File: src/slcd_pkg.sv
// Constants and types for the segment LCD status, interrupt and blink block
package slcd_pkg;
  // Bus geometry
  localparam int SLCD_ADR_W = 8;
  localparam int SLCD_DAT_W = 32;
  localparam int SLCD_SEG_W = 40;

  // Register byte offsets
  localparam logic [7:0] SLCD_OFF_CONTROL = 8'h00;
  localparam logic [7:0] SLCD_OFF_DISPLAY = 8'h04;
  localparam logic [7:0] SLCD_OFF_STATE = 8'h08;
  localparam logic [7:0] SLCD_OFF_IRQ_SET = 8'h0c;
  localparam logic [7:0] SLCD_OFF_IRQ_CLR = 8'h10;
  localparam logic [7:0] SLCD_OFF_IRQ_MASK = 8'h14;
  localparam logic [7:0] SLCD_OFF_IRQ_PEND = 8'h18;

  // Field positions
  localparam int SLCD_CTRL_EN_BIT = 0;
  localparam int SLCD_STATE_EN_BIT = 0;
  localparam int SLCD_IRQ_FRAME_BIT = 0;
  localparam int SLCD_IRQ_DIS_BIT = 2;
  localparam int SLCD_STYLE_LSB = 0;
  localparam int SLCD_STYLE_W = 3;
  localparam int SLCD_BLINK_LSB = 8;
  localparam int SLCD_BLINK_W = 8;

  // Reset values
  localparam logic SLCD_CTRL_EN_RST = 1'b0;
  localparam logic [7:0] SLCD_BLINK_RST = 8'h00;
  localparam logic [2:0] SLCD_STYLE_RST = 3'h0;
  localparam logic [1:0] SLCD_IRQ_RST = 2'h0;

  // Display styles
  typedef enum logic [2:0] {
    SLCD_STYLE_NORMAL = 3'b000,
    SLCD_STYLE_OFF = 3'b001,
    SLCD_STYLE_ON = 3'b010,
    SLCD_STYLE_BLINK = 3'b011,
    SLCD_STYLE_INVERT = 3'b100,
    SLCD_STYLE_INV_BLINK = 3'b101,
    SLCD_STYLE_USER_ONLY = 3'b110,
    SLCD_STYLE_SWAP = 3'b111
  } slcd_style_t;
endpackage

File: src/slcd_status_irq.sv
// Segment LCD status, interrupt and blink-rate block with a Wishbone slave
`timescale 1ns/1ps

module slcd_status_irq
  import slcd_pkg::*;
(
  // Clock and reset
  input wire logic clk_i,
  input wire logic rst_i,
  // Wishbone slave
  input wire logic cyc_i,
  input wire logic stb_i,
  input wire logic we_i,
  input wire logic [SLCD_ADR_W-1:0] adr_i,
  input wire logic [3:0] sel_i,
  input wire logic [SLCD_DAT_W-1:0] dat_i,
  output logic [SLCD_DAT_W-1:0] dat_o,
  output logic ack_o,
  // Display side
  input wire logic frame_end_i,
  input wire logic [SLCD_SEG_W-1:0] seg_data_i,
  output logic [SLCD_SEG_W-1:0] seg_out_o,
  output logic blink_phase_o,
  output logic enabled_o,
  // Interrupt
  output logic irq_o
);

  ////////////////////////////////////////////////////////////////////////////
  // Style decode
  function automatic logic [SLCD_SEG_W-1:0] styled(
    input logic [2:0] style,
    input logic phase,
    input logic [SLCD_SEG_W-1:0] pat
  );
    logic [SLCD_SEG_W-1:0] res;
    res = pat;
    case (style)
      SLCD_STYLE_NORMAL: res = pat;
      SLCD_STYLE_OFF: res = '0;
      SLCD_STYLE_ON: res = '1;
      SLCD_STYLE_BLINK: res = phase ? '0 : pat;
      SLCD_STYLE_INVERT: res = ~pat;
      SLCD_STYLE_INV_BLINK: res = phase ? '0 : ~pat;
      default: res = pat;
    endcase
    return res;
  endfunction

  // Exact byte-address match
  function automatic logic adr_hit(
    input logic [SLCD_ADR_W-1:0] adr,
    input logic [7:0] off
  );
    return adr == off;
  endfunction

  // One flag placed at its bit position
  function automatic logic [SLCD_DAT_W-1:0] flag_at(
    input int pos,
    input logic b
  );
    logic [SLCD_DAT_W-1:0] res;
    res = '0;
    res[pos] = b;
    return res;
  endfunction

  // Interrupt word, packed as {disable, frame end}
  function automatic logic [SLCD_DAT_W-1:0] irq_word(
    input logic [1:0] flags
  );
    return flag_at(SLCD_IRQ_FRAME_BIT, flags[0]) | flag_at(SLCD_IRQ_DIS_BIT, flags[1]);
  endfunction

  // Display register word
  function automatic logic [SLCD_DAT_W-1:0] disp_word(
    input logic [SLCD_BLINK_W-1:0] divider,
    input logic [SLCD_STYLE_W-1:0] style
  );
    logic [SLCD_DAT_W-1:0] res;
    res = '0;
    res[SLCD_BLINK_LSB +: SLCD_BLINK_W] = divider;
    res[SLCD_STYLE_LSB +: SLCD_STYLE_W] = style;
    return res;
  endfunction

  ////////////////////////////////////////////////////////////////////////////
  // Bus decode
  logic ack_reg;
  logic [SLCD_DAT_W-1:0] rdata_reg;
  logic ctrl_en_reg;
  logic [SLCD_BLINK_W-1:0] blink_divider_reg;
  logic [SLCD_STYLE_W-1:0] style_reg;
  logic enabled_state_reg;
  logic [1:0] mask_reg;
  logic [1:0] pend_reg;
  logic [SLCD_STYLE_W-1:0] style_active_reg;
  logic [SLCD_BLINK_W-1:0] frame_cnt_reg;
  logic phase_reg;
  logic [SLCD_SEG_W-1:0] seg_reg;

  wire req = cyc_i & stb_i & ~ack_reg;
  wire wr = req & we_i;
  wire rd = req & ~we_i;
  wire hit_ctrl = adr_hit(adr_i, SLCD_OFF_CONTROL);
  wire hit_disp = adr_hit(adr_i, SLCD_OFF_DISPLAY);
  wire hit_state = adr_hit(adr_i, SLCD_OFF_STATE);
  wire hit_set = adr_hit(adr_i, SLCD_OFF_IRQ_SET);
  wire hit_clr = adr_hit(adr_i, SLCD_OFF_IRQ_CLR);
  wire hit_mask = adr_hit(adr_i, SLCD_OFF_IRQ_MASK);
  wire hit_pend = adr_hit(adr_i, SLCD_OFF_IRQ_PEND);

  // Source bits of a set or clear write, packed as {disable, frame end}
  wire [1:0] wr_bits = sel_i[0] ? {dat_i[SLCD_IRQ_DIS_BIT], dat_i[SLCD_IRQ_FRAME_BIT]} : 2'h0;
  wire [1:0] set_bits = (wr & hit_set) ? wr_bits : 2'h0;
  wire [1:0] clr_bits = (wr & hit_clr) ? wr_bits : 2'h0;
  wire pend_read = rd & hit_pend;

  ////////////////////////////////////////////////////////////////////////////
  // Read mux
  // Write-only and unmapped offsets fall through to zero
  wire [SLCD_DAT_W-1:0] word_ctrl = flag_at(SLCD_CTRL_EN_BIT, ctrl_en_reg);
  wire [SLCD_DAT_W-1:0] word_disp = disp_word(blink_divider_reg, style_reg);
  wire [SLCD_DAT_W-1:0] word_state = flag_at(SLCD_STATE_EN_BIT, enabled_state_reg);
  wire [SLCD_DAT_W-1:0] word_mask = irq_word(mask_reg);
  wire [SLCD_DAT_W-1:0] word_pend = irq_word(pend_reg);
  wire [SLCD_DAT_W-1:0] rmux =
    hit_ctrl ? word_ctrl :
    hit_disp ? word_disp :
    hit_state ? word_state :
    hit_mask ? word_mask :
    hit_pend ? word_pend : '0;

  // Bus answer
  wire ack_next = req;
  wire [SLCD_DAT_W-1:0] rdata_next = rd ? rmux : '0;

  // One idle cycle follows every ack, so a held strobe is not taken twice
  always_ff @(posedge clk_i) begin
    if (rst_i) begin
      ack_reg <= 1'b0;
    end else begin
      ack_reg <= ack_next;
    end
  end

  // Data is zero outside the ack cycle
  always_ff @(posedge clk_i) begin
    if (rst_i) begin
      rdata_reg <= '0;
    end else begin
      rdata_reg <= rdata_next;
    end
  end

  ////////////////////////////////////////////////////////////////////////////
  // Software registers
  wire ctrl_wr = wr & hit_ctrl & sel_i[0];
  wire disp_hi_wr = wr & hit_disp & sel_i[1];
  wire disp_lo_wr = wr & hit_disp & sel_i[0];
  wire ctrl_en_next = ctrl_wr ? dat_i[SLCD_CTRL_EN_BIT] : ctrl_en_reg;
  wire [SLCD_BLINK_W-1:0] blink_divider_next =
    disp_hi_wr ? dat_i[SLCD_BLINK_LSB +: SLCD_BLINK_W] : blink_divider_reg;
  wire [SLCD_STYLE_W-1:0] style_next =
    disp_lo_wr ? dat_i[SLCD_STYLE_LSB +: SLCD_STYLE_W] : style_reg;

  always_ff @(posedge clk_i) begin
    if (rst_i) begin
      ctrl_en_reg <= SLCD_CTRL_EN_RST;
    end else begin
      ctrl_en_reg <= ctrl_en_next;
    end
  end

  always_ff @(posedge clk_i) begin
    if (rst_i) begin
      blink_divider_reg <= SLCD_BLINK_RST;
    end else begin
      blink_divider_reg <= blink_divider_next;
    end
  end

  always_ff @(posedge clk_i) begin
    if (rst_i) begin
      style_reg <= SLCD_STYLE_RST;
    end else begin
      style_reg <= style_next;
    end
  end

  ////////////////////////////////////////////////////////////////////////////
  // Enable state and events
  // Disable is seen one cycle after the request drops, while still enabled
  wire disable_event = enabled_state_reg & ~ctrl_en_reg;
  // Frames of a disabled controller raise no flag
  wire frame_event = frame_end_i & enabled_state_reg;
  wire [1:0] events = {disable_event, frame_event};
  wire [1:0] pend_keep = pend_read ? 2'h0 : pend_reg;
  wire enabled_state_next = ctrl_en_reg;
  // ones act, zeros leave enables alone
  wire [1:0] mask_next = (mask_reg | set_bits) & ~clr_bits;
  // sticky until read, a new event wins over the read
  wire [1:0] pend_next = pend_keep | events;

  always_ff @(posedge clk_i) begin
    if (rst_i) begin
      enabled_state_reg <= 1'b0;
    end else begin
      enabled_state_reg <= enabled_state_next;
    end
  end

  // masks and flags clear at reset
  always_ff @(posedge clk_i) begin
    if (rst_i) begin
      mask_reg <= SLCD_IRQ_RST;
    end else begin
      mask_reg <= mask_next;
    end
  end

  always_ff @(posedge clk_i) begin
    if (rst_i) begin
      pend_reg <= SLCD_IRQ_RST;
    end else begin
      pend_reg <= pend_next;
    end
  end

  ////////////////////////////////////////////////////////////////////////////
  // Blink divider
  wire [SLCD_BLINK_W-1:0] cnt_inc = frame_cnt_reg + 8'h01;
  // zero stops blinking, pattern shown steadily
  wire blink_off = (blink_divider_reg == 8'h00);
  wire wrap = (cnt_inc >= blink_divider_reg);
  wire [SLCD_BLINK_W-1:0] frame_cnt_next = (blink_off || wrap) ? 8'h00 : cnt_inc;
  wire phase_next = blink_off ? 1'b0 : (wrap ? ~phase_reg : phase_reg);

  // settings change only on a frame boundary
  always_ff @(posedge clk_i) begin
    if (rst_i) begin
      style_active_reg <= SLCD_STYLE_RST;
    end else if (frame_end_i) begin
      style_active_reg <= style_reg;
    end
  end

  always_ff @(posedge clk_i) begin
    if (rst_i) begin
      frame_cnt_reg <= 8'h00;
    end else if (frame_end_i) begin
      frame_cnt_reg <= frame_cnt_next;
    end
  end

  always_ff @(posedge clk_i) begin
    if (rst_i) begin
      phase_reg <= 1'b0;
    end else if (frame_end_i) begin
      phase_reg <= phase_next;
    end
  end

  ////////////////////////////////////////////////////////////////////////////
  // Segment output
  // Disabled glass stays dark whatever style is latched
  // blink styles alternate with off
  wire [SLCD_SEG_W-1:0] seg_next =
    enabled_state_reg ? styled(style_active_reg, phase_reg, seg_data_i) : '0;

  always_ff @(posedge clk_i) begin
    if (rst_i) begin
      seg_reg <= '0;
    end else begin
      seg_reg <= seg_next;
    end
  end

  assign dat_o = rdata_reg;
  assign ack_o = ack_reg;
  assign seg_out_o = seg_reg;
  assign blink_phase_o = phase_reg;
  assign enabled_o = enabled_state_reg;
  // flagged and enabled source raises the line
  assign irq_o = |(pend_reg & mask_reg);

endmodule

File: config.mk
export PLATFORM = sky130hd
export DESIGN_NAME = slcd_status_irq
export DESIGN_NICKNAME = d
export VERILOG_FILES = /design/src/slcd_pkg.sv /design/src/slcd_status_irq.sv
export SDC_FILE = /design/constraint.sdc
export NUM_CORES = 1
export LEC_CHECK = 0
export ABC_AREA = 1
export ABC_CLOCK_PERIOD_IN_PS = 2100
export BUFFER_PORTS_ARGS = -buffer_cell sky130_fd_sc_hd__buf_2
export CORE_MARGIN = 5
export CORE_UTILIZATION = 35
export DETAILED_ROUTE_END_ITERATION = 8
export MAX_ROUTING_LAYER = met4
export SLEW_MARGIN = 30
export SYNTH_ARGS = -nofsm -noshare
export SYNTH_HDL_FRONTEND = slang
export SYNTH_SLANG_ARGS = --single-unit
File: constraint.sdc
create_clock -name clk_i -period 2.1 [get_ports clk_i]
set_input_delay 0.21 -clock clk_i [delete_from_list [all_inputs] [get_ports clk_i]]
set_output_delay 0.21 -clock clk_i [all_outputs]
set_load 0.02 [all_outputs]
* Yosys cells after proc, flatten, opt, wreduce, memory -nomap -nowiden
Cells that the tools add are included.
** Storage, ports and cells
- Output and inout port bits :: 76
- Flip-flop bits (word level) :: 102
** Operators by class
- Equality and inequality tests :: 11
- Bitwise logic cells :: 28
- Add/sub/neg operators :: 1
- Reductions and logical operators :: 10
- Magnitude comparators :: 1
- Mux-type cells :: 15
** Operator list (count)
- 40-bit case mux with 5 select lines :: 1
- 40-bit two-way mux :: 2
- 40-bit NOT :: 1
- 8-bit by 5-bit == test with 1-bit output (second input constant) :: 3
- 8-bit by 4-bit == test with 1-bit output (second input constant) :: 2
- 8-bit logical NOT :: 2
- 16-bit two-way mux :: 1
- 1-bit AND :: 14
- 3-bit two-way mux :: 3
- 8-bit by 1-bit adder with 8-bit output (second input constant) :: 1
- 8-bit by 3-bit == test with 1-bit output (second input constant) :: 1
- 8-bit greater-or-equal comparator :: 1
- 2-bit two-way mux :: 4
- 8-bit two-way mux :: 1
- 3-bit by 2-bit == test with 1-bit output (second input constant) :: 2
- 3-bit == test (second input constant) :: 2
- 1-bit NOT :: 6
- 1-bit by 3-bit bitwise OR with 3-bit output :: 2
- 2-bit OR reduction :: 3
- 5-bit OR reduction :: 1
- 2-bit AND :: 2
- 2-bit bitwise OR :: 2
- 3-bit by 1-bit == test with 1-bit output (second input constant) :: 1
- 1-bit two-way mux :: 3
- other kinds (5) :: 5

* Logic depth before layout (Yosys ltp)
- Depth after elaboration :: 7
- Gate-level depth with buffers :: 15
- Depth with buffers taken out :: 15

* Worst setup path after synthesis
No wires, ideal clock.
- Path kind :: flip-flop to flip-flop
- Start :: reg frame_cnt_reg[0]
- End :: reg frame_cnt_reg[0]
- Buffers on the path :: 0
- Clock period less this slack :: 2063 ps
- Required time :: 2036 ps
- Data arrival time :: 1999 ps
- Stages on the path, launching flop included :: 14
- Slack :: 37 ps
- Path through :: dfxtp_1 ha_1 nand3_1 nor2_1 nand3_1 and2_1 ha_1 nand2_1 a21oi_1 nor2_1 nand4_1 nor2_1 nor2_1 nor2_1
** Between the ends
- Longest elaborated chain between the ends :: 4
** Ends and longest elaborated chain
- start: declaration :: RTL line slcd_status_irq.sv:99 : logic [SLCD_BLINK_W-1:0] frame_cnt_reg;
- start signal: assignment :: RTL line slcd_status_irq.sv:253 : frame_cnt_reg <= frame_cnt_next;
- 8-bit by 1-bit adder with 8-bit output (*) :: RTL line slcd_status_irq.sv:233 : wire [SLCD_BLINK_W-1:0] cnt_inc = frame_cnt_reg + 8'h01;
- 8-bit greater-or-equal comparator :: RTL line slcd_status_irq.sv:236 : wire wrap = (cnt_inc >= blink_divider_reg);
- 1-bit logical OR :: RTL line slcd_status_irq.sv:237 : wire [SLCD_BLINK_W-1:0] frame_cnt_next = (blink_off || wrap) ? 8'h00 : cnt_inc;
- 8-bit two-way mux (*) :: RTL line slcd_status_irq.sv:237
Every way passes the cells marked *; elsewhere a longest branch is shown, timed or not.
A chain may end at the register's enable or synchronous reset.

* Final worst setup path
- Start :: reg frame_cnt_reg[1]
- End :: reg frame_cnt_reg[5]
Same word-level chain as after synthesis.

==> run_results.csv <==
group,metric,value,unit
status,status,"finished, violations left",
min_path,min_path_cells,3,
floorplanning,fp-row-count,38,
placement,port_buffers,121,
setup_path,rr_startpoint,"frame_cnt_reg[1]$_SDFFE_PP0P_",
clock_network,cts.htree.levels,3,
clock_network,clkSinkCount,81,
setup_path,cp_data_arrival_time,2.38,ns
floorplanning,coreArea,0.0107,sq mm
routing,drt_pass1_iterations,4,
floorplanning,die-height,114,um
timing,fin_ws,-0.0369,ns
setup_path,critPathKind,"reg -> reg",
yosys,ys_types,32,
setup_path,critPathBufInv,2,
global_route,antenna_found_initial,0,
timing,slew_violations,0,
timing,max_clock_freq,468,MHz
setup_path,r2r_end,"frame_cnt_reg[5]$_SDFFE_PP0P_",
clock_network,path_clk_slew,0.08,ns
yosys,synthCells,535,
setup_path,endpoint_kind,"register",
setup_path,max_stage_delay,0.38,ns
setup_path,cp.depth,15,
finish,largest_reg_flops,40,
routing,ant_nets,0,
setup_path,rrSetupSlack,-0.04,ns
setup_path,critPathLaunch,"frame_cnt_reg[1]$_SDFFE_PP0P_",
finish,finalNonFillerCells,816,
global_route,grt_pass1_vias,3459,
yosys,yosys_warnings,0,
finish,utilization,46.8,%
finish,fin_nets,771,
routing,via_per_inst,4.49,
routing,drc,0,
clock_network,clockBufferDepth,2,
yosys,syn_avg_cell_area,7.08,sq um
yosys,synth_seq_cells,81,
setup_path,start_kind,"register",
finish,diodes,0,
clock_network,cts_tree,"built",
setup_path,crit_chain,"ha_4 > nand3_4 > nor2_4 > nand3_2 > and2_4 > ha_4 > nand2_2 > nor2_2 > nand2_1 > nand4_1 > buf_4 > clkbuf_16 > nor2_2 > nor2_1 > nor2_1",
finish,syn_to_final_growth,32.2,%
clock_network,clk_latency,0.35,ns
setup_path,critPathSlowestCell,"dfxtp_4",
timing,rsz0062_at_grt,"true",
placement,dp_hpwl,7030,um
floorplanning,die_w,114,um
yosys,synth-edff-count,0,
yosys,mappedNetlistArea,0.00379,sq mm
timing,hold_violations,0,
timing,hold_ws,0.100,ns
power_and_ir_drop,ir_drop,0.397,mV
yosys,synth_area_leaders,"dfxtp_1 43%, nand2_1 13%, inv_1 8.2%, a31oi_1 6.6%, nor2_1 6.2%",
status,violations,"setup timing",
routing,post_drt_wl_per_cell,12.1,um
global_route,grt_pass1_wl,15800,um
min_path,holdCritPathClass,"in -> reg",
global_route,grt.total_usage,15.5,%
timing,period_needed,2.14,ns
yosys,ys_seq_area_share,42.8,%
setup_path,cp-endpoint,"frame_cnt_reg[5]$_SDFFE_PP0P_",
routing,drt-total-wl,9860,um
placement,dp_cells,787,
placement,place_congestion,0.890,
flow_run,max_cap_viol_count,0,
setup_path,r2r_cells,15,
timing,setup_viol,4,
yosys,ys.flop_type,"dfxtp_1",
yosys,synth_top_area_cell,"dfxtp_1",
setup_path,cp.required,2.34,ns
timing,final.period_utilization,102,%
power_and_ir_drop,power_density,637,mW/mm^2
global_route,grt-ovfl-total,0,
floorplanning,io_pins,166,
clock_network,clockRootBuffer,"clkbuf_8",
power_and_ir_drop,power,3190,uW
global_route,grt_max_degree,43,
power_and_ir_drop,p_leak,0.00249,uW
floorplanning,dieArea,0.0130,sq mm
clock_network,cts_buffers,9,
finish,drive_gt1_share,30.8,%
yosys,async_reset_ff_share,0,%
timing,finClkSkew,0.00925,ns
floorplanning,initial_utilization,35.4,%
routing,vias,3660,
setup_path,cp_max_fo,4,
yosys,netlist.area_leader.share,42.8,%
routing,first_iter_violations,196,
finish,fillers,1077,
setup_path,crit_family,"simple AND/OR/NAND/NOR gates",
-- cell usage in the layout, fill, tap and decap left out, types with 3 or more instances in the layout --
master     instances
nor2_2            10
o21ai_0           18
nand2_2            4
dfxtp_1           74
nand2_1          125
ha_1               6
buf_2            121
a21oi_1           20
dfxtp_4            3
dfxtp_2            4
conb_1            21
ha_4               3
inv_2              4
nand4_1            6
inv_1             81
nor2_4             4
buf_4             26
nand3_1           15
clkbuf_8          10
a31oi_1           40
bufinv_16          3
nor2_1            52
-- routing by layer --
metal  up-vias  wire, um  track usage [%]
li1       1912         -                -
met1      1635      4430             19.2
met2       105      4650             24.4
met3         8       655             3.50
met4         0       121             6.10
met5         -         0                -
-- kinds of logic (layout without fill, tap and decap cells) --
| family | Yosys count | after routing | synth area share (%) |
|---|---|---|---|
| XOR/XNOR | 3 | 3 | 0.694 |
| buffers and inverters | 128 | 249 | 15.5 |
| flip-flops | 81 | 81 | 42.8 |
| AO/OA/AOI/OAI | 85 | 85 | 13.0 |
| adder cells (fa/ha/maj) | 9 | 9 | 2.97 |
| other | 1 | 21 | 0.0990 |
| AND/OR/NAND/NOR | 228 | 228 | 25.0 |
-- how the worst min path moves through the flow --
stage	from	slack (ns)	end
floorplan	rst_i	0.29	ack_o$_SDFF_PP0_
global placement	ack_o$_SDFF_PP0_	0.43	ack_o$_SDFF_PP0_
detailed placement	ack_o$_SDFF_PP0_	0.44	ack_o$_SDFF_PP0_
CTS	stb_i	0.08	ack_o$_SDFF_PP0_
global route	stb_i	0.11	ack_o$_SDFF_PP0_
finish	stb_i	0.10	ack_o$_SDFF_PP0_
-- per-stage QoR --
stage | cell area [sq um] | TNS, ns | setup slack, ns
2_1_floorplan | 3860 | 0 | 0.0369
3_3_place_gp | 4500 | -0.154 | -0.0255
3_5_place_dp | 4500 | -0.771 | -0.108
4_1_cts | 4980 | -0.232 | -0.0378
5_1_grt | 5000 | -1.33 | -0.186
6_report | 5000 | -0.100 | -0.0369
-- synthesized netlist by cell type (2+ instances only) --
master / n
a21oi_1: 20
a31oi_1: 40
and2_1: 2
buf_1: 3
buf_2: 8
buf_4: 21
buf_6: 2
clkbuf_1: 8
dfxtp_1: 81
ha_1: 9
inv_1: 83
inv_2: 2
nand2_1: 128
nand2_4: 2
nand3_1: 18
nand4_1: 6
nor2_1: 63
nor2_4: 2
nor3_1: 3
o21ai_0: 18
o21ai_1: 2
o22ai_1: 2
xor2_1: 3
-- final cells by class --
class | count | area, sq um | share of cell area (%)
multi-input combinational | 346 | 1790 | 35.8
sequential | 81 | 1640 | 32.7
timing repair buffer | 149 | 837 | 16.7
inverter | 85 | 319 | 6.38
tap | 140 | 175 | 3.50
clock buffer | 10 | 138 | 2.75
clock inverter | 5 | 104 | 2.08
-- timing repair --
item                                   4_1_cts  5_1_grt
gates resized for setup                     28       15
endpoints found under the hold margin        0        0
pin swaps                                   18        9
setup endpoints to repair                    9        9
hold buffers                                 0        0
cloned                                       1        0
buffers inserted                            13        2
-- worst min-delay path, delay by kind of cell --
family / cells / cell delay (ns)
simple gates: 2 / 0.11
buf+inv: 1 / 0.09
-- power breakdown --
group | internal (uW) | switching, uW | leakage [uW]
logic | 89.3 | 184 | 0.00171
registers | 1530 | 4.97 | 0.000657
clock network | 816 | 562 | 0.000122
Note: power is estimated with default switching activity, not from simulation.
